File: src/rsq_pkg.sv
package rsq_pkg;

  // ------------------------------------------------------------
  // clock and timing
  // ------------------------------------------------------------
  localparam int unsigned CLK_PERIOD_NS = 100;
  localparam int unsigned T_POR_DELAY_MS = 10;
  localparam int unsigned T_RELEASE_US = 200;
  localparam int unsigned T_EXT_LOW_US = 15;
  localparam int unsigned T_MCD_US = 80;
  localparam int unsigned T_MON_ON_US = 100;

  // least times round up, longest times round down
  localparam int unsigned POR_DELAY_CYC =
    T_POR_DELAY_MS * 1000000 / CLK_PERIOD_NS;
  localparam int unsigned RELEASE_CYC = T_RELEASE_US * 1000 / CLK_PERIOD_NS;
  localparam int unsigned EXT_LOW_CYC =
    (T_EXT_LOW_US * 1000 + CLK_PERIOD_NS - 1) / CLK_PERIOD_NS;
  localparam int unsigned MCD_CYC =
    (T_MCD_US * 1000 + CLK_PERIOD_NS - 1) / CLK_PERIOD_NS;
  localparam int unsigned MON_ON_CYC =
    (T_MON_ON_US * 1000 + CLK_PERIOD_NS - 1) / CLK_PERIOD_NS;

  // ------------------------------------------------------------
  // reset values
  // ------------------------------------------------------------
  localparam logic [15:0] RESET_VECTOR = 16'h0000;
  localparam logic [2:0] SUP_TMR_INTERVAL_MAX = 3'h7;

  // ------------------------------------------------------------
  // types
  // ------------------------------------------------------------
  typedef struct packed {
    logic por;
    logic ext_pin;
    logic comparator;
    logic software;
    logic supply_mon;
    logic sup_timer;
    logic missing_clk;
    logic flash_err;
    logic usb;
  } rsq_src_t;

  typedef enum logic [1:0] {
    RSQ_ACTIVE,
    RSQ_DELAY,
    RSQ_RUN
  } rsq_state_t;

endpackage

File: src/rsq_counter.sv
`timescale 1ns/1ns
`default_nettype none
// saturating up-counter with a run-time threshold
module rsq_counter #(
  parameter int unsigned W = 17
) (
  input wire logic mclk_i,
  input wire logic rst_i,
  input wire logic ce_i,
  input wire logic clear_i,
  input wire logic inc_i,
  input wire logic [W-1:0] limit_i,
  output logic reached_o
);

  logic [W-1:0] cnt;

  // ------------------------------------------------------------
  // threshold compare
  // ------------------------------------------------------------
  assign reached_o = (cnt >= limit_i);

  // ------------------------------------------------------------
  // count, held at the limit so it never wraps back to zero
  // ------------------------------------------------------------
  always_ff @(posedge mclk_i) begin
    if (rst_i) begin
      cnt <= '0;
    end else if (ce_i) begin
      if (clear_i) begin
        cnt <= '0;
      end else if (inc_i && !reached_o) begin
        cnt <= cnt + W'(1);
      end
    end
  end

endmodule
`default_nettype wire

File: src/rsq_reset_sequencer.sv
`timescale 1ns/1ns
`default_nettype none
module rsq_reset_sequencer #(
  parameter int unsigned CNT_W = 17,
  parameter int unsigned POR_DELAY_CYCLES = rsq_pkg::POR_DELAY_CYC
) (
  input wire logic mclk_i,
  input wire logic rst_i,
  input wire logic ce_i,
  input wire logic vdd_above_por_i,
  input wire logic external_reset_pin_n_i,
  input wire logic comparator_reset_i,
  input wire logic comparator_reset_en_i,
  input wire logic sw_reset_req_i,
  input wire logic supply_mon_en_i,
  input wire logic supply_low_i,
  input wire logic supervision_timer_ovf_i,
  input wire logic mcd_en_i,
  input wire logic sysclk_mon_i,
  input wire logic flash_error_i,
  input wire logic usb_reset_i,
  input wire logic supervision_timer_disable_i,
  input wire logic supervision_timer_interval_wr_i,
  input wire logic [2:0] supervision_timer_interval_i,
  input wire logic clk_sel_wr_i,
  input wire logic clk_sel_ext_i,
  input wire logic pullup_disable_i,
  output logic core_halt_o,
  output logic reg_reset_o,
  output logic por_reg_reset_o,
  output logic port_force_od_high_o,
  output logic irq_timer_disable_o,
  output logic ram_write_block_o,
  output logic weak_pullup_en_o,
  output logic external_reset_pin_n_o,
  output logic external_reset_pin_n_oe_o,
  output logic pc_clear_o,
  output logic [15:0] fetch_addr_o,
  output logic core_start_o,
  output logic clk_sel_internal_o,
  output logic supervision_timer_en_o,
  output logic [2:0] supervision_timer_interval_o,
  output rsq_pkg::rsq_src_t reset_cause_o
);

  // ------------------------------------------------------------
  // elaboration checks
  // ------------------------------------------------------------
  if (POR_DELAY_CYCLES < 1 || POR_DELAY_CYCLES >= (1 << CNT_W)) begin : g_chk_por
    $error("POR_DELAY_CYCLES does not fit CNT_W");
  end
  if (rsq_pkg::RELEASE_CYC >= (1 << CNT_W) ||
      rsq_pkg::MON_ON_CYC >= (1 << CNT_W) ||
      rsq_pkg::MCD_CYC >= (1 << CNT_W)) begin : g_chk_w
    $error("CNT_W too narrow for timing counts");
  end

  rsq_pkg::rsq_state_t state;
  rsq_pkg::rsq_state_t next_state;
  rsq_pkg::rsq_src_t src;
  logic por_seen;
  logic drive_pin;
  logic clk_prev;
  logic mcd_armed;
  logic any_src;
  logic ext_low;
  logic ext_reached;
  logic mon_valid;
  logic mcd_reached;
  logic mcd_fire;
  logic clk_edge;
  logic delay_done;
  logic [CNT_W-1:0] delay_limit;
  logic next_run;
  logic leaving;

  // ------------------------------------------------------------
  // external pin qualifier
  // ------------------------------------------------------------
  // ignore the pin while we drive it, or our own drive would retrigger
  assign ext_low = !external_reset_pin_n_i && !external_reset_pin_n_oe_o;

  rsq_counter #(
    .W(CNT_W)
  ) u_ext_filt (
    .mclk_i(mclk_i),
    .rst_i(rst_i),
    .ce_i(ce_i),
    .clear_i(!ext_low),
    .inc_i(1'b1),
    .limit_i(CNT_W'(rsq_pkg::EXT_LOW_CYC)),
    .reached_o(ext_reached)
  );

  // ------------------------------------------------------------
  // supply monitor turn-on blanking
  // ------------------------------------------------------------
  rsq_counter #(
    .W(CNT_W)
  ) u_mon_blank (
    .mclk_i(mclk_i),
    .rst_i(rst_i),
    .ce_i(ce_i),
    .clear_i(!supply_mon_en_i),
    .inc_i(1'b1),
    .limit_i(CNT_W'(rsq_pkg::MON_ON_CYC)),
    .reached_o(mon_valid)
  );

  // ------------------------------------------------------------
  // missing clock detector
  // ------------------------------------------------------------
  // arms only after a first edge, so a clock never started is not flagged
  assign clk_edge = (sysclk_mon_i != clk_prev);

  rsq_counter #(
    .W(CNT_W)
  ) u_mcd (
    .mclk_i(mclk_i),
    .rst_i(rst_i),
    .ce_i(ce_i),
    .clear_i(clk_edge || !mcd_armed),
    .inc_i(1'b1),
    .limit_i(CNT_W'(rsq_pkg::MCD_CYC)),
    .reached_o(mcd_reached)
  );

  assign mcd_fire = mcd_en_i && mcd_armed && mcd_reached;

  always_ff @(posedge mclk_i) begin
    if (rst_i) begin
      clk_prev <= 1'b0;
      mcd_armed <= 1'b0;
    end else if (ce_i) begin
      clk_prev <= sysclk_mon_i;
      mcd_armed <= mcd_en_i && (mcd_armed || clk_edge);
    end
  end

  // ------------------------------------------------------------
  // source merge
  // ------------------------------------------------------------
  assign src.por = !vdd_above_por_i;
  assign src.ext_pin = ext_reached;
  assign src.comparator = comparator_reset_en_i && comparator_reset_i;
  assign src.software = sw_reset_req_i;
  assign src.supply_mon = supply_mon_en_i && mon_valid && supply_low_i;
  assign src.sup_timer = supervision_timer_ovf_i;
  assign src.missing_clk = mcd_fire;
  assign src.flash_err = flash_error_i;
  assign src.usb = usb_reset_i;
  assign any_src = |src;

  // ------------------------------------------------------------
  // release delay
  // ------------------------------------------------------------
  // power-on gets the long hold, every other source the short one
  assign delay_limit = por_seen ? CNT_W'(POR_DELAY_CYCLES)
                                : CNT_W'(rsq_pkg::RELEASE_CYC);

  rsq_counter #(
    .W(CNT_W)
  ) u_delay (
    .mclk_i(mclk_i),
    .rst_i(rst_i),
    .ce_i(ce_i),
    .clear_i(state != rsq_pkg::RSQ_DELAY),
    .inc_i(1'b1),
    .limit_i(delay_limit),
    .reached_o(delay_done)
  );

  // ------------------------------------------------------------
  // sequencer next state
  // ------------------------------------------------------------
  always_comb begin
    next_state = state;
    unique case (state)
      rsq_pkg::RSQ_ACTIVE: begin
        if (!any_src) begin
          next_state = rsq_pkg::RSQ_DELAY;
        end
      end
      rsq_pkg::RSQ_DELAY: begin
        if (any_src) begin
          next_state = rsq_pkg::RSQ_ACTIVE;
        end else if (delay_done) begin
          next_state = rsq_pkg::RSQ_RUN;
        end
      end
      rsq_pkg::RSQ_RUN: begin
        if (any_src) begin
          next_state = rsq_pkg::RSQ_ACTIVE;
        end
      end
      default: next_state = rsq_pkg::RSQ_ACTIVE;
    endcase
  end

  assign next_run = (next_state == rsq_pkg::RSQ_RUN);
  assign leaving = next_run && (state != rsq_pkg::RSQ_RUN);

  // ------------------------------------------------------------
  // state and reset bookkeeping
  // ------------------------------------------------------------
  // sequencer reset counts as power-on: long hold, pin driven
  always_ff @(posedge mclk_i) begin
    if (rst_i) begin
      state <= rsq_pkg::RSQ_ACTIVE;
      por_seen <= 1'b1;
      drive_pin <= 1'b1;
    end else if (ce_i) begin
      state <= next_state;
      por_seen <= !next_run && (por_seen || src.por);
      drive_pin <= !next_run && (drive_pin || src.por || src.supply_mon);
    end
  end

  // ------------------------------------------------------------
  // reset cause record
  // ------------------------------------------------------------
  // cleared on a new entry from run, accumulates while in reset
  always_ff @(posedge mclk_i) begin
    if (rst_i) begin
      reset_cause_o <= '0;
    end else if (ce_i) begin
      if (state == rsq_pkg::RSQ_RUN && any_src) begin
        reset_cause_o <= src;
      end else if (state != rsq_pkg::RSQ_RUN) begin
        reset_cause_o <= reset_cause_o | src;
      end
    end
  end

  // ------------------------------------------------------------
  // reset-state outputs
  // ------------------------------------------------------------
  // all taken from next_state so they line up with the state register
  always_ff @(posedge mclk_i) begin
    if (rst_i) begin
      core_halt_o <= 1'b1;
      reg_reset_o <= 1'b1;
      por_reg_reset_o <= 1'b1;
      port_force_od_high_o <= 1'b1;
      irq_timer_disable_o <= 1'b1;
      pc_clear_o <= 1'b1;
      core_start_o <= 1'b0;
    end else if (ce_i) begin
      core_halt_o <= !next_run;
      reg_reset_o <= !next_run;
      // power-on-only bits clear only on a power-on reset
      por_reg_reset_o <= !next_run && (por_seen || src.por);
      port_force_od_high_o <= !next_run;
      irq_timer_disable_o <= !next_run;
      pc_clear_o <= !next_run;
      core_start_o <= leaving;
    end
  end

  // ------------------------------------------------------------
  // pin drive and fixed vector
  // ------------------------------------------------------------
  // RAM has no reset path; writes are only blocked while halted
  always_ff @(posedge mclk_i) begin
    if (rst_i) begin
      external_reset_pin_n_o <= 1'b0;
      external_reset_pin_n_oe_o <= 1'b1;
      ram_write_block_o <= 1'b1;
      fetch_addr_o <= rsq_pkg::RESET_VECTOR;
    end else if (ce_i) begin
      external_reset_pin_n_o <= 1'b0; // only ever pulls low
      external_reset_pin_n_oe_o <= !next_run &&
        (drive_pin || src.por || src.supply_mon);
      ram_write_block_o <= !next_run;
      fetch_addr_o <= rsq_pkg::RESET_VECTOR;
    end
  end

  // ------------------------------------------------------------
  // post-reset defaults that software may later change
  // ------------------------------------------------------------
  // software changes are honoured only in run, reset forces defaults
  always_ff @(posedge mclk_i) begin
    if (rst_i) begin
      weak_pullup_en_o <= 1'b1;
      clk_sel_internal_o <= 1'b1;
      supervision_timer_en_o <= 1'b1;
      supervision_timer_interval_o <= rsq_pkg::SUP_TMR_INTERVAL_MAX;
    end else if (ce_i) begin
      if (!next_run) begin
        weak_pullup_en_o <= 1'b1;
        clk_sel_internal_o <= 1'b1;
        supervision_timer_en_o <= 1'b1;
        supervision_timer_interval_o <= rsq_pkg::SUP_TMR_INTERVAL_MAX;
      end else if (state == rsq_pkg::RSQ_RUN) begin
        if (pullup_disable_i) begin
          weak_pullup_en_o <= 1'b0;
        end
        if (clk_sel_wr_i) begin
          clk_sel_internal_o <= !clk_sel_ext_i;
        end
        if (supervision_timer_disable_i) begin
          supervision_timer_en_o <= 1'b0;
        end
        if (supervision_timer_interval_wr_i) begin
          supervision_timer_interval_o <= supervision_timer_interval_i;
        end
      end
    end
  end

endmodule
`default_nettype wire

File: config.mk
export PLATFORM = sky130hd
export DESIGN_NAME = rsq_reset_sequencer
export DESIGN_NICKNAME = d
export VERILOG_FILES = /design/src/rsq_pkg.sv /design/src/rsq_counter.sv /design/src/rsq_reset_sequencer.sv
export SDC_FILE = /design/constraint.sdc
export NUM_CORES = 1
export LEC_CHECK = 0
export ABC_AREA = 1
export BUFFER_PORTS_ARGS = -buffer_cell sky130_fd_sc_hd__buf_4
export CORE_ASPECT_RATIO = 2
export CORE_MARGIN = 3
export CORE_UTILIZATION = 44
export CTS_BUF_LIST = sky130_fd_sc_hd__clkbuf_16
export DETAILED_ROUTE_END_ITERATION = 16
export PLACE_DENSITY_LB_ADDON = 0.2
export SLEW_MARGIN = 40
export SYNTH_ARGS = -nofsm -noshare
export SYNTH_HDL_FRONTEND = slang
export SYNTH_SLANG_ARGS = --single-unit
File: constraint.sdc
create_clock -name mclk_i -period 2.1 [get_ports mclk_i]
set_clock_uncertainty 0.15 [all_clocks]
set_input_delay 0.315 -clock mclk_i [delete_from_list [all_inputs] [get_ports mclk_i]]
set_output_delay 0.315 -clock mclk_i [all_outputs]
set_load 0.05 [all_outputs]
**After elaboration in Yosys (flattened, before gate mapping)**

Index checks and enable logic that the tools add are counted.

- Add/subtract/negate cells: 4
- $mul: 0
- Divide/modulo/power cells: 0
- $lt $le $gt $ge: 4
- Eq/ne operators: 15
- Shifts and indexed selects: 0
- Muxes and demuxes: 28
- Bitwise gates (word level): 1
- Reduce and logical (&&, ||, !) cells: 34

Operators by type and width:

| cell | count |
|---|---|
| 17-bit 2-to-1 mux | 9 |
| 17-bit by 1-bit adder with 17-bit output (second input constant) | 4 |
| 17-bit by 10-bit greater-or-equal comparator with 1-bit output (second input constant) | 2 |
| 9-bit 2-to-1 mux | 2 |
| 17-bit greater-or-equal comparator | 1 |
| 17-bit by 8-bit greater-or-equal comparator with 1-bit output (second input constant) | 1 |
| 2-bit != test (second input constant) | 7 |
| 3-bit AND reduction | 4 |
| 1-bit logical AND | 11 |
| 2-bit AND reduction | 5 |
| 1-bit 2-to-1 mux | 9 |
| 3-bit 2-to-1 mux | 3 |
| 9-bit bitwise OR | 1 |
| 9-bit OR reduction | 1 |
| 2-bit 2-to-1 mux | 4 |
| 2-bit by 1-bit != test with 1-bit output (second input constant) | 4 |
| 1-bit zero test | 6 |
| 2-bit one-hot mux with 3 select lines | 1 |
| 1-bit logical OR | 5 |
| 2-bit equality test (second input constant) | 2 |
| 2-bit by 1-bit equality test with 1-bit output (second input constant) | 1 |
| 2-bit zero test | 1 |
| 2-bit nonzero test | 1 |
| 1-bit != test | 1 |

- Register bits after elaboration: 91
- Bits in latches: 0
- Bits in writable memories: 0
- ROM bits: 0
- Output and inout port bits: 41
- Word-level logic and storage cells: 110
- Memories: 0

**Logic depth before layout (Yosys ltp)**

Gate-level depths: netlist of the first run.

- Depth in word-level cells: 9
- Depth in mapped cells: 16

**Cells and area by module**

A second synthesis of the first run with hierarchy kept.

- Cells, all modules: 1261
- Area, all modules: 8272.9 um^2

By module, submodules not included:

| module | instances | cells each | area an instance (um^2) |
|---|---|---|---|
| rsq_counter (u_delay ...) | 3 | 275 | 1754.2 |
| rsq_counter (u_mon_blank) | 1 | 273 | 1726.7 |
| rsq_reset_sequencer | 1 | 163 | 1283.7 |

**Least setup slack after synthesis of the first run**

OpenSTA, ideal clock, no wires.

- Kind: register to register
- Start point: reg por_reg_reset_o (netlist name)
- End point: reg supervision_timer_en_o
- Arrival: 2.173 ns
- Setup slack: -0.338 ns
- Stages on the path, launching flop included: 15
- Cells stage by stage: dfxtp_1 > inv_1 > ha_1 > a21oi_1 > o21ai_0 > nor2_2 > nand3_2 > nand2_2 > inv_1 > nand2_2 > nand2_2 > inv_1 > nand2_1 > nand2_1 > nand2_1

RTL lines:

| item | RTL line | source |
|---|---|---|
| end signal: assignment | rsq_reset_sequencer.sv:287 | `supervision_timer_en_o <= 1'b1;` |
| end signal: assignment | rsq_reset_sequencer.sv:293 | `supervision_timer_en_o <= 1'b1;` |
| end signal: assignment | rsq_reset_sequencer.sv:303 | `supervision_timer_en_o <= 1'b0;` |
| end: declaration | rsq_reset_sequencer.sv:41 | `output logic supervision_timer_en_o,` |

==> run_results.csv, run 1 <==
group,metric,value,unit
run_status,status,"complete, but fails checks",
run_status,violations,"setup timing",
power,power_leakage,0.002444,uW
grt,grt_pass1_vias,4297,
detailed_routing,vias_per_cell,4.927,
cts,max-clock-path-buffers,2,
grt,track_usage,20.13,%
cts,clock_latency,0.34,ns
cts,cts_htree_levels,3,
timing,setup_slack,-0.08515,ns
timing,fin_crit,2.185,ns
placement,placed_area,5165,um^2
final_layout,syn_to_final_growth,23.60,%
critical_path,r2r_start,"por_reg_reset_o",
placement,place.gp.congestion,0.9437,
cts,hold_buffers,0,
cts,cts_num_sinks,91,
yosys,synth_mux_area_share,0,%
final_layout,nFillCells,1012,
yosys,netlist_area,4681,um^2
timing,fin_setup_tns,-0.4418,ns
detailed_routing,wl,11660,um
yosys,synth_compound_area_share,10.24,%
yosys,synthAdderAreaFrac,3.742,%
yosys,yosysSeqAreaShare,38.92,%
detailed_routing,drcViolationCount,0,
critical_path,start_kind,"register",
power,ir_drop,0.4932,mV
yosys,yosysWarningCount,0,
die,start_util,45.53,%
cts,cts_tree,"done",
critical_path,end_kind,"register",
grt,grt_overflow,0,
detailed_routing,drt_iter0_markers,200,
timing,timing.final.crit_share,104.1,%
critical_path,crit_fanout,7,
yosys,ys_ff_latch,91,
grt,antenna_found_initial,0,
final_layout,antennaDiodeCount,0,
critical_path,criticalPathCategory,"reg -> reg",
power,power_density,668.2,nW/um^2
detailed_routing,num_vias,4336,
flow_run,drv_cap,0,
grt,grt_pass1_wl,19270,um
placement,port_buffers,46,
yosys,synth-simple-area-share,32.56,%
die,die_w,78.93,um
timing,hold_viol_final,0,
yosys,avgSynthCellArea,6.934,um^2
die,placementRows,52,
detailed_routing,wl_per_cell,13.25,um
yosys,synth_xor_area_share,2.058,%
final_layout,layout-drive-gt1-share,22.55,%
critical_path,crit_required,2.22,ns
cts,numCtsBuffers,9,
min_path,hold_path_class,"in -> reg",
grt,grt_max_degree,42,
detailed_routing,firstDrtPassIters,4,
critical_path,cp_data_arrival_time,2.30,ns
die,io_pins,64,
timing,setup_violations,15,
final_layout,fin_util,56.28,%
yosys,synth.distinct_cells,37,
die,die_h,151.9,um
placement,hpwl,8736,um
min_path,hp-start,"sysclk_mon_i",
detailed_routing,ant_nets,0,
yosys,synth_top_family_by_area,"simple AND/OR/NAND/NOR gates",
placement,dp_slack,-0.06767,ns
timing,rsz0062_at_grt,"true",
timing,fmax,457.6,MHz
die,core-area,10280,um^2
final_layout,nets,777,
yosys,netlist_instances,675,
final_layout,fin_area,5786,um^2
cts,root_buffer,"clkbuf_16",
cts,cts.clk_slew.worst_paths,0.07,ns
timing,maxSlewViolCount,0,
critical_path,rrSetupSlack,-0.09,ns
die,die_area,11990,um^2
critical_path,crit_start,"por_reg_reset_o",
## per-layer routing
layer	global-route usage, %	part of all wire (%)	up-vias
met5	0	0	-
met2	37.81	56	77
li1	-	-	2227
met4	9.426	2.7	0
met1	20.49	38	2010
met3	4.206	3.6	22
## final timing paths
| path | endpoint | cells after the start |
|---|---|---|
| worst max register to register | u_delay.cnt[15] | 12 |
| worst min-delay path | clk_prev | 3 |
| worst max-delay path | u_delay.cnt[15] | 12 |
| worst min register to register | u_ext_filt.cnt[9] | 2 |
## worst max-delay path, stage by stage (launching register included)
cell	delay, ns
dfxtp_4	0.36
clkinvlp_4	0.19
ha_4	0.30
a21oi_2	0.11
o21ai_1	0.09
nor2_2	0.10
nand3_2	0.12
nand2_4	0.10
nand2_4	0.06
buf_12	0.16
inv_12	0.07
nand4_1	0.12
a21oi_2	0.18
## cells in the final DEF, fill, tap and decap left out, types with 2 or more instances in the layout
master      Yosys  routed
o21ai_1         1       4
nand2_2        10      17
a21oi_1        47      44
nor2_4          1       3
xor2_1         10      10
inv_1          82      78
nand3_2         5       7
a21oi_2         8      11
nand4_1        12      12
inv_4           1       2
clkinv_2        0       2
clkbuf_16       0       9
inv_6           0       2
nor3_2          1       2
nor2_1         90      87
inv_2           3       4
nand3b_1        3       3
ha_1           14       8
conb_1          1      17
nand3_1        34      31
nand2_4         2       7
o21ai_0        25      22
clkinvlp_4      0       2
buf_4          24      71
nor2_2          7       8
ha_4            0       6
nand2_1       160     147
nor3_1         22      20
dfxtp_1        91      89
## cell families (layout without fill, tap and decap cells)
group / count (synthesis) / count (layout)
and+or+nand+nor: 348 / 348
buffers and inverters: 124 / 178
DFF: 91 / 91
AOI/OAI and AO/OA: 86 / 86
adders and majority gates: 14 / 14
xor gates and xnor gates: 11 / 11
other: 1 / 17
## Yosys cell counts, drive strengths merged
cell type,n,area [um^2]
nand2,172,685.7
nor2,98,392.9
dfxtp,91,1822
inv,86,325.3
a21oi,55,305.3
nand3,39,220.2
buf,30,225.2
o21ai,27,138.9
nor3,23,120.1
ha,14,175.2
nand4,12,75.07
xor2,10,87.58
clkbuf,7,26.28
nand3b,3,22.52
a211oi,1,7.510
a21o,1,7.510
a31o,1,8.760
clkinv,1,3.750
conb,1,3.750
nor3b,1,7.510
o221a,1,11.26
xnor2,1,8.760
## cell type report
| class | count | area [um^2] | area share, % |
|---|---|---|---|
| repair buffers | 74 | 579.3 | 10.01 |
| repair inverters | 1 | 8.758 | 0.1514 |
| inverters | 87 | 347.8 | 6.012 |
| clock buffers | 9 | 225.2 | 3.893 |
| multi-input cells | 476 | 2552 | 44.12 |
| well taps | 135 | 168.9 | 2.920 |
| flip-flops and latches | 91 | 1827 | 31.57 |
| clock inverters | 7 | 76.32 | 1.319 |
## report_power, final
part	total [uW]	switching (uW)	leakage, uW	internal [uW]
clock network	1640	706	0.000148	933
logic	454	315	0.00156	139
registers	1770	20.8	0.000738	1750
## sequential cells by signal (all words and copies together) (netlist names), 2 cells and up
register	cells
reset_cause_o	9
u_mon_blank.cnt	17
u_ext_filt.cnt	17
state	2
supervision_timer_interval_o	3
u_mcd.cnt	17
u_delay.cnt	17
## metrics by stage
step	hold slack [ns]	power [uW]	cells
after global placement	0.2733	2223	856
after floorplan	0.2669	2128	691
after global routing	0.06859	4030	880
after CTS	0.05464	3899	877
final	0.06249	3866	880
after detailed placement	0.2785	2228	856
## repair_timing
action,in CTS,in global routing
endpoints found under the setup margin,15,39
resized for setup,37,21
setup buffers,5,4
endpoints found under the hold margin,0,0
pin swaps,15,18
cloned,1,0
(Power assumes the default switching activity.)
==> inputs of run 2 (changes only) <==
--- a/config.mk
+++ b/config.mk
@@ -7,7 +7,7 @@
 export LEC_CHECK = 0
 export ABC_AREA = 1
 export BUFFER_PORTS_ARGS = -buffer_cell sky130_fd_sc_hd__buf_4
-export CORE_ASPECT_RATIO = 2
+export CORE_ASPECT_RATIO = 0.9
 export CORE_MARGIN = 3
 export CORE_UTILIZATION = 44
 export CTS_BUF_LIST = sky130_fd_sc_hd__clkbuf_16
==> run_results.csv, run 2 (synthesis results as in run 1) <==
group,metric,value,unit
run_status,status,"complete, but fails checks",
run_status,violations,"setup timing",
power,switchingPower,1011,uW
die,start_util,45.48,%
grt,antenna_found_initial,0,
cts,hold_buffers,0,
final_layout,nets,769,
detailed_routing,num_vias,4270,
power,power_density,701.4,nW/um^2
detailed_routing,drcViolationCount,0,
cts,cts_num_sinks,91,
final_layout,mostFrequentLayoutCells,"150 x nand2_1, 90 x dfxtp_1, 87 x nor2_1",
power,clkPwrFrac,44.8,%
timing,hold_viol_final,0,
timing,rsz0062_at_grt,"true",
cts,clock_latency,0.34,ns
critical_path,reg2reg_depth,15,
critical_path,cp_data_arrival_time,2.19,ns
final_layout,layout-drive-gt1-share,20.90,%
critical_path,crit_top_cell,"nand2_1",
timing,hold_ws,0.06511,ns
timing,fin_crit,2.113,ns
placement,placed_area,5127,um^2
die,die_area,11910,um^2
final_layout,final_common_cell,"nand2_1",
die,die_h,103.9,um
die,die_w,114.7,um
cts,cts.clk_slew.worst_paths,0.06,ns
detailed_routing,wl_per_cell,12.55,um
grt,grt_pass1_wl,17920,um
detailed_routing,wl,10870,um
timing,setup_slack,-0.01306,ns
cts,cts_tree,"done",
critical_path,r2r_start,"por_reg_reset_o",
critical_path,crit_buf_inv,3,
final_layout,syn_to_final_growth,21.92,%
power,power_leakage,0.002385,uW
cts,numCtsBuffers,9,
timing,setup_violations,2,
critical_path,worstSetupPathDepth,15,
critical_path,end_kind,"register",
critical_path,slowest_stage,"dfxtp_4",
grt,grt_pass1_vias,3997,
power,pwr-share-comb,10.9,%
grt,grt_overflow,0,
flow_run,drv_cap,0,
critical_path,crit_fanout,5,
final_layout,multiInputGateArea,2522,um^2
timing,fmax,473.2,MHz
critical_path,crit_path_cell_trace,"clkinvlp_4, ha_4, nand2_1, inv_1, nand2_1, nor2_1, nand3_1, nand3_2, nand2_4, inv_4, nand2_8, nand2_4, nand2_1, nand2_1, nand3_1",
grt,track_usage,18.20,%
final_layout,fin_util,55.45,%
die,core-area,10290,um^2
critical_path,criticalPathCategory,"reg -> reg",
critical_path,crit_required,2.18,ns
placement,hpwl,7859,um
final_layout,nFillCells,972,
critical_path,start_kind,"register",
timing,fin_setup_tns,-0.02133,ns
timing,maxSlewViolCount,0,
timing,timing.final.crit_share,100.6,%
cts,cts_htree_levels,3,
detailed_routing,vias_per_cell,4.931,
min_path,hp-start,"pullup_disable_i",
die,io_pins,64,
cts,max-clock-path-buffers,2,
detailed_routing,ant_nets,0,
power,power_frac_seq,44.3,%
critical_path,crit_family,"simple AND/OR/NAND/NOR gates",
die,placementRows,35,
final_layout,antennaDiodeCount,0,
power,swShare,25.27,%
final_layout,seqCellArea,1826,um^2
detailed_routing,drt_iter0_markers,251,
placement,place.gp.congestion,0.8914,
final_layout,fin_area,5707,um^2
power,ir_drop,0.4780,mV
cts,root_buffer,"clkbuf_16",
critical_path,crit_start,"por_reg_reset_o",
min_path,min_path_cells,4,
critical_path,critPathMaxStageDelay,0.36,ns
detailed_routing,firstDrtPassIters,5,
min_path,hold_path_class,"in -> reg",
placement,port_buffers,46,
grt,grt_max_degree,22,
power,power.internal,2991,uW
==> run 2: cell count changes in the layout (fill, tap and decap cells not counted), sizes merged <==
cell,change
clkbuf,+1
inv,-4
clkinv,+1
buf,-7
bufinv,+1
==> run 2: path summary, 6_finish.rpt <==
kind / end / slack [ns]
worst max-delay path: supervision_timer_interval_o[1] / -0.01
worst min-delay path: weak_pullup_en_o / 0.07
worst max register to register: supervision_timer_interval_o[1] / -0.01
worst min register to register: u_mon_blank.cnt[16] / 0.28
==> run 2: what timing repair did <==
item,CTS,global route
endpoints found under the setup margin,9,29
pin swaps,0,8
resized for setup,6,44
setup buffers,0,4
==> run 2: metal layers <==
metal / share of wire, % / up-vias / GRT usage, %
li1: - / 2210 / -
met1: 46 / 1945 / 24.00
met2: 47 / 100 / 29.80
met3: 5.3 / 15 / 3.898
met4: 1.4 / 0 / 5.448
met5: 0 / - / 0
==> run 2: worst register-to-register path, delay by kind of cell (launching register included) <==
kind / cells / cell delay, ns
DFF: 1 / 0.36
buffers and inverters: 3 / 0.31
adders and majority gates: 1 / 0.33
and+or+nand+nor: 11 / 0.85
==> run 2: layout make-up <==
| type | count | share of cell area (%) |
|---|---|---|
| clock buffer | 10 | 4.385 |
| clock inverter | 6 | 1.513 |
| inverter | 87 | 6.139 |
| multi-input combinational | 476 | 44.20 |
| sequential | 91 | 31.99 |
| tap | 129 | 2.828 |
| timing repair buffer | 67 | 8.945 |
==> run 2: stage by stage <==
step	setup slack, ns	instances	power (uW)
finish	-0.01306	866	4003
global route	-0.1443	866	4154
CTS	-0.008608	862	4016
detailed placement	-0.03344	846	2217
global placement	0.03838	846	2211
floorplan	0.001670	691	2128
==> run 2: power groups by stage <==
stage,combinational (uW),sequential [uW],clock (uW)
after global placement,400,1810,0
after global routing,472,1780,1910
final,436,1770,1790
after floorplan,261,1870,0
after CTS,409,1770,1830
after detailed placement,405,1810,0
==> inputs of run 3 (changes only) <==
--- a/config.mk
+++ b/config.mk
@@ -6,12 +6,13 @@
 export NUM_CORES = 1
 export LEC_CHECK = 0
 export ABC_AREA = 1
-export BUFFER_PORTS_ARGS = -buffer_cell sky130_fd_sc_hd__buf_4
+export BUFFER_PORTS_ARGS = -buffer_cell sky130_fd_sc_hd__buf_2
 export CORE_ASPECT_RATIO = 0.9
 export CORE_MARGIN = 3
 export CORE_UTILIZATION = 44
 export CTS_BUF_LIST = sky130_fd_sc_hd__clkbuf_16
 export DETAILED_ROUTE_END_ITERATION = 16
+export GPL_TIMING_DRIVEN = 0
 export PLACE_DENSITY_LB_ADDON = 0.2
 export SLEW_MARGIN = 40
 export SYNTH_ARGS = -nofsm -noshare
==> run_results.csv, run 3 (synthesis results as in run 1) <==
group,metric,value,unit
run_status,status,"complete, but fails checks",
run_status,violations,"setup timing",
detailed_routing,drcViolationCount,0,
grt,grt_overflow,0,
critical_path,start_kind,"register",
die,die_h,103.9,um
detailed_routing,vias_per_cell,4.873,
final_layout,layout-drive-gt1-share,23.04,%
grt,track_usage,18.22,%
timing,rsz0062_at_grt,"true",
cts,cts.clk_slew.worst_paths,0.07,ns
die,die_area,11910,um^2
cts,numCtsBuffers,9,
critical_path,crit_required,2.15,ns
detailed_routing,wl_per_cell,12.04,um
cts,clock_latency,0.35,ns
timing,fmax,458.3,MHz
final_layout,antennaDiodeCount,0,
grt,grt_max_degree,16,
final_layout,fin_cells,893,
placement,dp_slack,-0.1224,ns
grt,grt_pass1_vias,3930,
detailed_routing,wl,10750,um
cts,cts_htree_levels,3,
cts,root_buffer,"clkbuf_16",
power,power_leakage,0.002469,uW
timing,setup_violations,26,
timing,hold_viol_final,0,
die,die_w,114.7,um
grt,grt_pass1_wl,17860,um
timing,tightest_slew,0.6835,ns
power,power_density,700.3,nW/um^2
flow_run,drv_cap,0,
detailed_routing,num_vias,4352,
min_path,hold_path_class,"in -> reg",
final_layout,final_common_cell,"nand2_1",
power,ir_drop,0.5451,mV
critical_path,end_kind,"register",
timing,setup_slack,-0.08184,ns
grt,antenna_found_initial,0,
critical_path,crit_fanout,6,
critical_path,rrSetupSlack,-0.08,ns
final_layout,fin_util,56.00,%
timing,fin_setup_tns,-1.326,ns
detailed_routing,ant_nets,0,
timing,maxSlewViolCount,0,
timing,slew_headroom,54.43,%
die,start_util,45.48,%
cts,cts_tree,"done",
final_layout,mostFrequentLayoutCells,"147 x nand2_1, 90 x nor2_1, 89 x dfxtp_1",
timing,timing.final.crit_share,103.9,%
die,placementRows,35,
detailed_routing,firstDrtPassIters,4,
placement,port_buffers,45,
placement,hpwl,7823,um
cts,max-clock-path-buffers,2,
placement,dp.cells,865,
final_layout,nets,796,
placement,place.gp.congestion,0.8678,
critical_path,criticalPathCategory,"reg -> reg",
cts,cts_num_sinks,91,
die,io_pins,64,
final_layout,syn_to_final_growth,23.12,%
detailed_routing,drt_iter0_markers,183,
cts,hold_buffers,0,
critical_path,cp_data_arrival_time,2.23,ns
timing,fin_crit,2.182,ns
die,core-area,10290,um^2
[run 3: cell types whose count changed in the layout (fill, tap and decap cells not counted), moves of 4 or more]
cell      previous run  this run
buf_2                0        48
buf_4               65        33
nand2_4              4         8
clkbuf_1             0         7
nor2_2              10         6
[run 3: repair_timing]
item	in CTS	in global routing
setup endpoints to repair	27	41
pin swaps	13	9
setup buffers	4	6
cloned	1	1
resized for setup	34	20
[run 3: routing by layer]
layer	up-vias	global-route usage, %	share of wire, %
met2	89	28.60	44
met5	-	0	0
li1	2272	-	-
met3	15	4.130	5.2
met4	0	5.951	1.5
met1	1976	24.78	49
[run 3: layout make-up]
type / count / area (um^2)
Inverter: 87 / 340.3
Timing Repair Buffer: 56 / 324.1
Multi-Input combinational cell: 477 / 2524
Tap cell: 129 / 161.4
Buffer: 37 / 251.5
Clock buffer: 10 / 250.2
Fill cell: 988 / 4528
Sequential cell: 91 / 1827
Clock inverter: 6 / 85.08
[run 3: through the flow]
stage / power, uW / instance area (um^2) / hold slack, ns
after floorplan: 2128 / 4745 / 0.2669
after global placement: 2219 / 5131 / 0.2754
after detailed placement: 2225 / 5131 / 0.2778
after CTS: 4050 / 5649 / 0.05913
after global routing: 4170 / 5763 / 0.07658
final: 4036 / 5763 / 0.06798
[run 3: final timing paths]
path / start / end / depth (start not counted)
min reg2reg: u_mon_blank.cnt[16] / u_mon_blank.cnt[16] / 2
max: por_reg_reset_o / u_delay.cnt[1] / 14
max reg2reg: por_reg_reset_o / u_delay.cnt[1] / 14
min: usb_reset_i / reset_cause_o[0] / 3
[run 3: where the power goes]
group	internal, uW	switching, uW	total, uW
registers	1750	20.9	1770
clock network	1110	694	1810
logic	134	320	454
total	3000	1040	4040
[run 3: worst max-delay path: stages (launching register included)]
cell	delay, ns
dfxtp_4	0.37
clkinvlp_4	0.20
ha_4	0.33
nand2_1	0.04
inv_1	0.04
nand2_1	0.04
nor2_1	0.10
nand3_1	0.10
nand3_2	0.11
nand2_2	0.08
nand2_4	0.15
inv_6	0.06
buf_6	0.14
nand3_2	0.05
a21oi_1	0.06
